--- src/rtl/pswc_consts.vh ---
`ifndef PSWC_CONSTS_VH
`define PSWC_CONSTS_VH

// configuration-space offsets of the two registers
`define PSWC_CLKSAVE_OFS      8'h40
`define PSWC_PWRCTL_OFS       8'hE0

// clock_saving_and_driver_area fields
`define PSWC_SLEEP_BIT        31
`define PSWC_SNOOZE_BIT       30
`define PSWC_SCRATCH_MSB      15
`define PSWC_SCRATCH_LSB      8

// power_state_control_status fields
`define PSWC_WFLAG_BIT        15
`define PSWC_WEN_BIT          8
`define PSWC_PSTATE_MSB       1
`define PSWC_PSTATE_LSB       0

// reset values
`define PSWC_SLEEP_RST        1'b1
`define PSWC_SNOOZE_RST       1'b0
`define PSWC_SCRATCH_RST      8'h00
`define PSWC_PSTATE_RST       2'h0
`define PSWC_WFLAG_RST        1'b0
`define PSWC_WEN_RST          1'b0

// power state encodings
`define PSWC_PS_D0            2'h0
`define PSWC_PS_D1            2'h1
`define PSWC_PS_D2            2'h2
`define PSWC_PS_D3HOT         2'h3

`endif

--- src/rtl/pswc_clkgate.v ---
`timescale 1ns/1ps
`include "pswc_consts.vh"

// internal clock connection and bus clock stop permission
module pswc_clkgate (
    input  wire clk,
    input  wire rstn,
    input  wire sleep_bit,
    input  wire snooze_bit,
    input  wire hw_reset,
    input  wire need_clk,
    input  wire event_done,
    output reg  core_clk_en_q,
    output reg  clk_stop_ok_q
);

    localparam [1:0] CG_RUN     = 2'h0;
    localparam [1:0] CG_SLEEP   = 2'h1;
    localparam [1:0] CG_SNZ_OFF = 2'h2;
    localparam [1:0] CG_SNZ_ON  = 2'h3;

    reg [1:0] state_q;
    reg [1:0] state_d;

    // sleep outranks snooze should software set both
    always @* begin
        state_d = state_q;
        case (state_q)
            CG_RUN: begin
                if (sleep_bit && !hw_reset) begin
                    state_d = CG_SLEEP;
                end else if (snooze_bit && !hw_reset) begin
                    state_d = need_clk ? CG_SNZ_ON : CG_SNZ_OFF;
                end
            end
            CG_SLEEP: begin
                if (hw_reset || !sleep_bit) begin
                    state_d = CG_RUN;
                end
            end
            CG_SNZ_OFF: begin
                if (hw_reset || sleep_bit || !snooze_bit) begin
                    state_d = CG_RUN;
                end else if (need_clk) begin
                    state_d = CG_SNZ_ON;
                end
            end
            default: begin
                if (hw_reset || sleep_bit || !snooze_bit) begin
                    state_d = CG_RUN;
                end else if (event_done && !need_clk) begin
                    state_d = CG_SNZ_OFF;
                end
            end
        endcase
    end

    // outputs follow the next state so they never lag the state register
    always @(posedge clk or negedge rstn) begin
        if (!rstn) begin
            state_q       <= CG_RUN;
            core_clk_en_q <= 1'b1;
            clk_stop_ok_q <= 1'b0;
        end else begin
            state_q       <= state_d;
            core_clk_en_q <= (state_d == CG_RUN) || (state_d == CG_SNZ_ON);
            clk_stop_ok_q <= (state_d == CG_SLEEP) || (state_d == CG_SNZ_OFF);
        end
    end

endmodule // pswc_clkgate

--- src/rtl/pswc_top.v ---
`timescale 1ns/1ps
`include "pswc_consts.vh"

// Notes on behaviour
// - event sets flag; pin follows if enabled
// - flag cleared by power-up or write one
// - flag clear drops the wake pin
// - general enable clear also clears flag
// - enable clear keeps wake pin low
// - enable cleared only by write or power-up reset
// - two-bit power state written and read back
// - power state is D0 after power-up
// - sleep disconnects most internal clocks
// - sleep allows configuration accesses only
// - sleep allows bus clock stop via clkrun
// - hardware reset temporarily leaves sleep mode
// - clearing sleep bit restores clocks permanently
// - snooze gates clocks while not needed
// - snooze reconnects clocks until event completes
// - snooze allows clock stop when unneeded
// - clearing snooze keeps clocks connected
// - eight-bit scratch field, free read write
// - hardware reset: sleep one, snooze zero

module pswc_top (
    input  wire        clk,
    input  wire        rstn,
    input  wire        hw_reset,
    input  wire        cfg_sel,
    input  wire        cfg_we,
    input  wire [7:0]  cfg_addr,
    input  wire [3:0]  cfg_be,
    input  wire [31:0] cfg_wdata,
    output reg  [31:0] cfg_rdata,
    output reg         cfg_ack,
    input  wire        pm_event,
    input  wire        general_enable,
    input  wire        need_clk,
    input  wire        event_done,
    output wire        wake_req,
    output wire        core_clk_en,
    output wire        clk_stop_ok,
    output reg         mem_io_access_en,
    output wire [1:0]  power_state
);

    // register fields held here
    reg        sleep_q;
    reg        sleep_d;
    reg        snooze_q;
    reg        snooze_d;
    reg [7:0]  scratch_q;
    reg [7:0]  scratch_d;
    reg [1:0]  pstate_q;
    reg [1:0]  pstate_d;

    // decoded access strobes
    wire       hit_clksave;
    wire       hit_pwrctl;
    wire       wr_clksave;
    wire       wr_pwrctl;
    wire       wr_en_lane;
    wire       flag_w1c;

    // state returned from the submodules
    wire       wflag;
    wire       wen;
    wire       clk_en_w;
    wire       stop_ok_w;

    // read word assembled before it is registered
    reg [31:0] rdata_d;

    // address compare, used for both registers; low two bits are not compared
    function addr_hit;
        input [7:0] addr;
        input [7:0] ofs;
        begin
            addr_hit = (addr[7:2] == ofs[7:2]);
        end
    endfunction

    // take a new byte only where its lane is enabled
    function [7:0] lane_merge;
        input [7:0] old_val;
        input [7:0] new_val;
        input       lane_en;
        begin
            if (lane_en) begin
                lane_merge = new_val;
            end else begin
                lane_merge = old_val;
            end
        end
    endfunction

    // configuration accesses are always decoded, even in sleep mode
    // config path stays open
    assign hit_clksave = addr_hit(cfg_addr, `PSWC_CLKSAVE_OFS);
    assign hit_pwrctl  = addr_hit(cfg_addr, `PSWC_PWRCTL_OFS);
    assign wr_clksave  = cfg_sel & cfg_we & hit_clksave;
    assign wr_pwrctl   = cfg_sel & cfg_we & hit_pwrctl;

    // wake controls live in the second byte of the power register
    assign wr_en_lane  = wr_pwrctl & cfg_be[1];
    assign flag_w1c    = wr_en_lane & cfg_wdata[`PSWC_WFLAG_BIT];

    // clock saving register next values
    always @* begin
        sleep_d   = sleep_q;
        snooze_d  = snooze_q;
        scratch_d = scratch_q;
        if (wr_clksave) begin
            scratch_d = lane_merge(scratch_q, cfg_wdata[`PSWC_SCRATCH_MSB:`PSWC_SCRATCH_LSB], cfg_be[1]);
            if (cfg_be[3]) begin
                sleep_d  = cfg_wdata[`PSWC_SLEEP_BIT];
                snooze_d = cfg_wdata[`PSWC_SNOOZE_BIT];
            end
        end
        // hardware reset wins over a write in the same cycle
        // hardware reset values
        if (hw_reset) begin
            sleep_d  = `PSWC_SLEEP_RST;
            snooze_d = `PSWC_SNOOZE_RST;
        end
    end

    // power state next value
    always @* begin
        pstate_d = pstate_q;
        if (wr_pwrctl && cfg_be[0]) begin
            pstate_d = cfg_wdata[`PSWC_PSTATE_MSB:`PSWC_PSTATE_LSB];
        end
        // hardware reset returns the function to full power
        if (hw_reset) begin
            pstate_d = `PSWC_PS_D0;
        end
    end

    // scratch keeps its value over a hardware reset; only power-up clears it
    // power-up to D0
    always @(posedge clk or negedge rstn) begin
        if (!rstn) begin
            sleep_q   <= `PSWC_SLEEP_RST;
            snooze_q  <= `PSWC_SNOOZE_RST;
            scratch_q <= `PSWC_SCRATCH_RST;
            pstate_q  <= `PSWC_PS_D0;
        end else begin
            sleep_q   <= sleep_d;
            snooze_q  <= snooze_d;
            scratch_q <= scratch_d;
            pstate_q  <= pstate_d;
        end
    end

    // wake flag, enable and pin
    pswc_wake u_wake (
        .clk                  (clk),
        .rstn                 (rstn),
        .pm_event             (pm_event),
        .general_enable       (general_enable),
        .en_wr                (wr_en_lane),
        .en_wdata             (cfg_wdata[`PSWC_WEN_BIT]),
        .flag_w1c             (flag_w1c),
        .wake_event_flag_q    (wflag),
        .wake_output_enable_q (wen),
        .wake_req_q           (wake_req)
    );

    // clock connection control fed by the mode bits
    pswc_clkgate u_clkgate (
        .clk           (clk),
        .rstn          (rstn),
        .sleep_bit     (sleep_q),
        .snooze_bit    (snooze_q),
        .hw_reset      (hw_reset),
        .need_clk      (need_clk),
        .event_done    (event_done),
        .core_clk_en_q (clk_en_w),
        .clk_stop_ok_q (stop_ok_w)
    );

    assign core_clk_en = clk_en_w;
    assign clk_stop_ok = stop_ok_w;
    assign power_state = pstate_q;

    // read word; unmapped offsets and reserved bits read zero
    always @* begin
        rdata_d = 32'h00000000;
        if (hit_clksave) begin
            rdata_d[`PSWC_SLEEP_BIT]                      = sleep_q;
            rdata_d[`PSWC_SNOOZE_BIT]                     = snooze_q;
            rdata_d[`PSWC_SCRATCH_MSB:`PSWC_SCRATCH_LSB] = scratch_q;
        end else if (hit_pwrctl) begin
            rdata_d[`PSWC_WFLAG_BIT]                    = wflag;
            rdata_d[`PSWC_WEN_BIT]                      = wen;
            rdata_d[`PSWC_PSTATE_MSB:`PSWC_PSTATE_LSB] = pstate_q;
        end
    end

    // one access per request; answer one edge later with data held till next
    always @(posedge clk or negedge rstn) begin
        if (!rstn) begin
            cfg_ack   <= 1'b0;
            cfg_rdata <= 32'h00000000;
        end else begin
            cfg_ack <= cfg_sel;
            if (cfg_sel && !cfg_we) begin
                cfg_rdata <= rdata_d;
            end
        end
    end

    // memory and io paths close while sleep is in force; a held hardware
    // reset reopens them since the device leaves sleep for that time
    // gate other paths
    always @(posedge clk or negedge rstn) begin
        if (!rstn) begin
            mem_io_access_en <= 1'b0;
        end else begin
            mem_io_access_en <= ~sleep_d | hw_reset;
        end
    end

endmodule // pswc_top

--- src/rtl/pswc_wake.v ---
`timescale 1ns/1ps
`include "pswc_consts.vh"

// wake event flag, wake output enable and the wake request pin
module pswc_wake (
    input  wire clk,
    input  wire rstn,
    input  wire pm_event,
    input  wire general_enable,
    input  wire en_wr,
    input  wire en_wdata,
    input  wire flag_w1c,
    output reg  wake_event_flag_q,
    output reg  wake_output_enable_q,
    output reg  wake_req_q
);

    reg  ge_prev_q;
    wire ge_fall;
    reg  flag_d;
    reg  en_d;

    // general enable dropping is seen as a one-cycle clear
    assign ge_fall = ge_prev_q & ~general_enable;

    // next state: the event set wins over every clear in the same cycle
    always @* begin
        flag_d = wake_event_flag_q;
        if (ge_fall) begin
            flag_d = 1'b0;
        end
        if (flag_w1c) begin
            flag_d = 1'b0;
        end
        if (pm_event) begin
            flag_d = 1'b1;
        end
        en_d = wake_output_enable_q;
        if (en_wr) begin
            en_d = en_wdata;
        end
    end

    // only the power-up reset clears these; hardware reset is not seen here
    // enable power-up only
    always @(posedge clk or negedge rstn) begin
        if (!rstn) begin
            ge_prev_q            <= 1'b0;
            wake_event_flag_q    <= `PSWC_WFLAG_RST;
            wake_output_enable_q <= `PSWC_WEN_RST;
            wake_req_q           <= 1'b0;
        end else begin
            ge_prev_q            <= general_enable;
            wake_event_flag_q    <= flag_d;
            wake_output_enable_q <= en_d;
            wake_req_q           <= flag_d & en_d;
        end
    end

endmodule // pswc_wake

--- config.mk ---
export PLATFORM = sky130hd
export DESIGN_NAME = pswc_top
export DESIGN_NICKNAME = d
export VERILOG_FILES = /design/src/rtl/pswc_clkgate.v /design/src/rtl/pswc_top.v /design/src/rtl/pswc_wake.v
export VERILOG_INCLUDE_DIRS = /design/src /design/src/rtl
export SDC_FILE = /design/constraint.sdc
export NUM_CORES = 1
export LEC_CHECK = 0
export ABC_AREA = 1
export BUFFER_PORTS_ARGS = -buffer_cell sky130_fd_sc_hd__buf_2
export CAP_MARGIN = 20
export CORE_ASPECT_RATIO = 0.7
export CORE_MARGIN = 5
export CORE_UTILIZATION = 48
export DETAILED_ROUTE_END_ITERATION = 10
export PLACE_DENSITY = 0.88
export REMOVE_ABC_BUFFERS = 1
export SYNTH_ARGS = -nofsm -noshare
export SYNTH_HDL_FRONTEND = slang
export SYNTH_SLANG_ARGS = --single-unit
--- constraint.sdc ---
create_clock -name clk -period 2.8 [get_ports clk]
set_input_delay 0.28 -clock clk [delete_from_list [all_inputs] [get_ports clk]]
set_output_delay 0.28 -clock clk [all_outputs]
set_load 0.01 [all_outputs]
==> impl_metrics.toml <==
[final_layout]
diodes = 0
final_cell_area_um2 = 2050
seq_area_um2 = 853
fill_cells = 341
multi_input_area_um2 = 711
area_growth_pct = 16.9
nets = 305
drive_gt1_frac = 0.336
instances_no_fill = 303

[clocking]
clock_latency_ns = 0.29
clock-root-buffer = "clkbuf_8"
cts_resized = 0
clk_pin_slew_ns = 0.07
cts_hold_buf = 0
cts_buffer_depth = 2
cts_buffers = 5
clkSinkCount = 34
cts_tree = "built"
cts_setup_buffers = 0
htree_levels = 2

[timing]
max_slew.worst_pin.slew_ns = 0.717
finalMaxSlewViolations = 0
post-route-period-util = 0.443
finalSetupTns_ns = 0
rsz0062_at_grt = "no"
timing.slew.headroom = 0.522
timing.final.crit_period_ns = 1.24
hold_viol = 0
setup_viol = 0
setup_ws_ns = 1.56
max_freq_mhz = 807
skew_ns = 0.00606

[floorplanning]
row_count = 18
chipWidth_um = 82.2
die_h_um = 60.6
start_util = 0.499
ios = 92
die_area_um2 = 4980
coreArea_um2 = 3510

[routing]
firstDrtPassIters = 4
vias_per_cell = 4.74
avgRoutedWirePerCell_um = 12.7
ant_nets = 0
via_count = 1436
wirelength_um = 3840
drc = 0
first_iter_violations = 112

[global_route]
grt_max_degree = 35
grt_pass1_vias = 1352
antenna_found_initial = 0
grt_remaining_overflow = 0
grt_first_pass_wirelength_um = 6060
track_usage = 0.167

[worst_setup_path]
cp.required_ns = 2.97
cp.arrival_ns = 1.41
critPathKind = "reg -> reg"
cp_max_fo = 5
end_kind = "register"
reg2reg_slack_ns = 1.56
startpoint_type = "register"

[placement]
place_area_um2 = 1960
post-place-cells = 295
place_ws_ns = 1.40
dpl.hpwl_um = 2980
port_buffers = 48
place.gp.congestion = 0.744

[status]
outcome = "completed"

[synth]
synth.avg_cell_area_um2 = 8.68
synth_cells = 202
synth_area_leaders = "dfrtp_1 46%, nand2_1 9.9%, buf_4 9.0%"
synth_area_um2 = 1750
ys_warn_count = 0
synth_top_cell_area_share = 0.457
ys_ff_latch = 34
synth.yosys.seq_area_share = 0.487
yosysUniqueCellTypes = 28
synth_top_cell_by_area = "dfrtp_1"

[pwr]
p_seq_frac = 0.517
internal_power_uw = 749
leakagePower_nw = 1.11
irDropWorstVdd_v = 0.000274
power_mw = 1.01
comb_power_share = 0.118
p_per_area_nw_per_um2 = 493
clkPwrFrac = 0.365
swShare = 0.258
switching_power_uw = 261

[flow_run]
drv_cap = 0

[worst_hold_path]
hold_path.class = "in -> async"
placed cells by master (no fill, tap or decap), drive strengths merged, types with 2 or more instances in the layout:
| cell type | instances |
|---|---|
| a31oi | 2 |
| o21ai | 25 |
| nor2 | 17 |
| buf | 48 |
| nand3 | 16 |
| dfstp | 2 |
| nand2 | 51 |
| clkbuf | 7 |
| inv | 22 |
| conb | 20 |
| a21oi | 2 |
| nand4 | 4 |
| dfrtp | 32 |
| clkinv | 2 |
worst max-delay path, cell delays in order, from the launching register on:
cell	delay [ns]
dfstp_2	0.57
inv_2	0.06
nor2_4	0.12
inv_2	0.05
o21ai_2	0.04
nand2_1	0.10
nand4_1	0.11
o21ai_1	0.06
per-layer routing:
| layer | wire length (um) | global-route usage | vias to the layer above |
|---|---|---|---|
| met3 | 369 | 0.0549 | 12 |
| met1 | 1500 | 0.204 | 663 |
| met2 | 1850 | 0.259 | 56 |
| met5 | 0 | 0 | - |
| li1 | - | - | 705 |
| met4 | 114 | 0.102 | 0 |
metrics by stage:
step,utilization,hold WS [ns]
3_3_place_gp,0.557,0.374
5_1_grt,0.583,0.104
4_1_cts,0.583,0.0639
3_5_place_dp,0.557,0.381
2_1_floorplan,-,-0.0156
6_report,0.583,0.0434
cell usage after synthesis, drive strengths merged:
master / number
nand3: 16
nor3: 1
nor2: 17
buf: 21
conb: 1
nand4: 4
o211ai: 1
a21oi: 2
dfstp: 2
inv: 22
o21ai: 25
clkbuf: 3
a31oi: 2
dfrtp: 32
clkinv: 1
nand2: 51
a21boi: 1
final cells by class:
type | instances | area share
timing repair buffer | 48 | 0.117
multi-input combinational | 140 | 0.347
inverter | 23 | 0.0446
tap | 50 | 0.0305
clock inverter | 1 | 0.00244
sequential | 34 | 0.416
clock buffer | 7 | 0.0421
state kept, by name, indices dropped and copies added, names as in the netlist:
name and cells:
cfg_ack 1, u_wake.wake_output_enable_q 1, u_clkgate.core_clk_en_q 1, mem_io_access_en 1, snooze_q 1, u_wake.wake_event_flag_q 1
scratch_q 8, power_state 2, u_wake.wake_req_q 1, u_wake.ge_prev_q 1, sleep_q 1, cfg_rdata 12
u_clkgate.state_q 2, u_clkgate.clk_stop_ok_q 1
power groups by stage:
stage,Combinational [mW],Clock [mW],Sequential (mW)
2_1_floorplan,0.0578,0,0.534
3_3_place_gp,0.116,0,0.529
3_5_place_dp,0.120,0,0.531
4_1_cts,0.120,0.383,0.522
5_1_grt,0.136,0.400,0.524
6_report,0.120,0.368,0.522
logic make-up (layout without fill, tap and decap cells):
| group | after synthesis | after routing | share of synthesized area |
|---|---|---|---|
| AND/OR/NAND/NOR | 89 | 89 | 0.259 |
| buffers and inverters | 47 | 79 | 0.148 |
| flip-flops | 34 | 34 | 0.487 |
| AO/OA/AOI/OAI | 31 | 31 | 0.104 |
| other | 1 | 20 | 0.00214 |
final timing paths:
path,cells past startpoint,endpoint,start
setup / recovery,7,u_clkgate.clk_stop_ok_q$_DFF_PN0_,sleep_q$_DFF_PN1_
hold / removal,1,cfg_rdata[11]$_DFFE_PN0P_,rstn
setup reg to reg,7,u_clkgate.clk_stop_ok_q$_DFF_PN0_,sleep_q$_DFF_PN1_
hold reg to reg,2,scratch_q[5]$_DFFE_PN0P_,scratch_q[5]$_DFFE_PN0P_
max in group asynchronous,1,u_wake.wake_output_enable_q$_DFF_PN0_,rstn
min in group clk,1,u_wake.ge_prev_q$_DFF_PN0_,general_enable
Power figures use the tool's default switching activity.
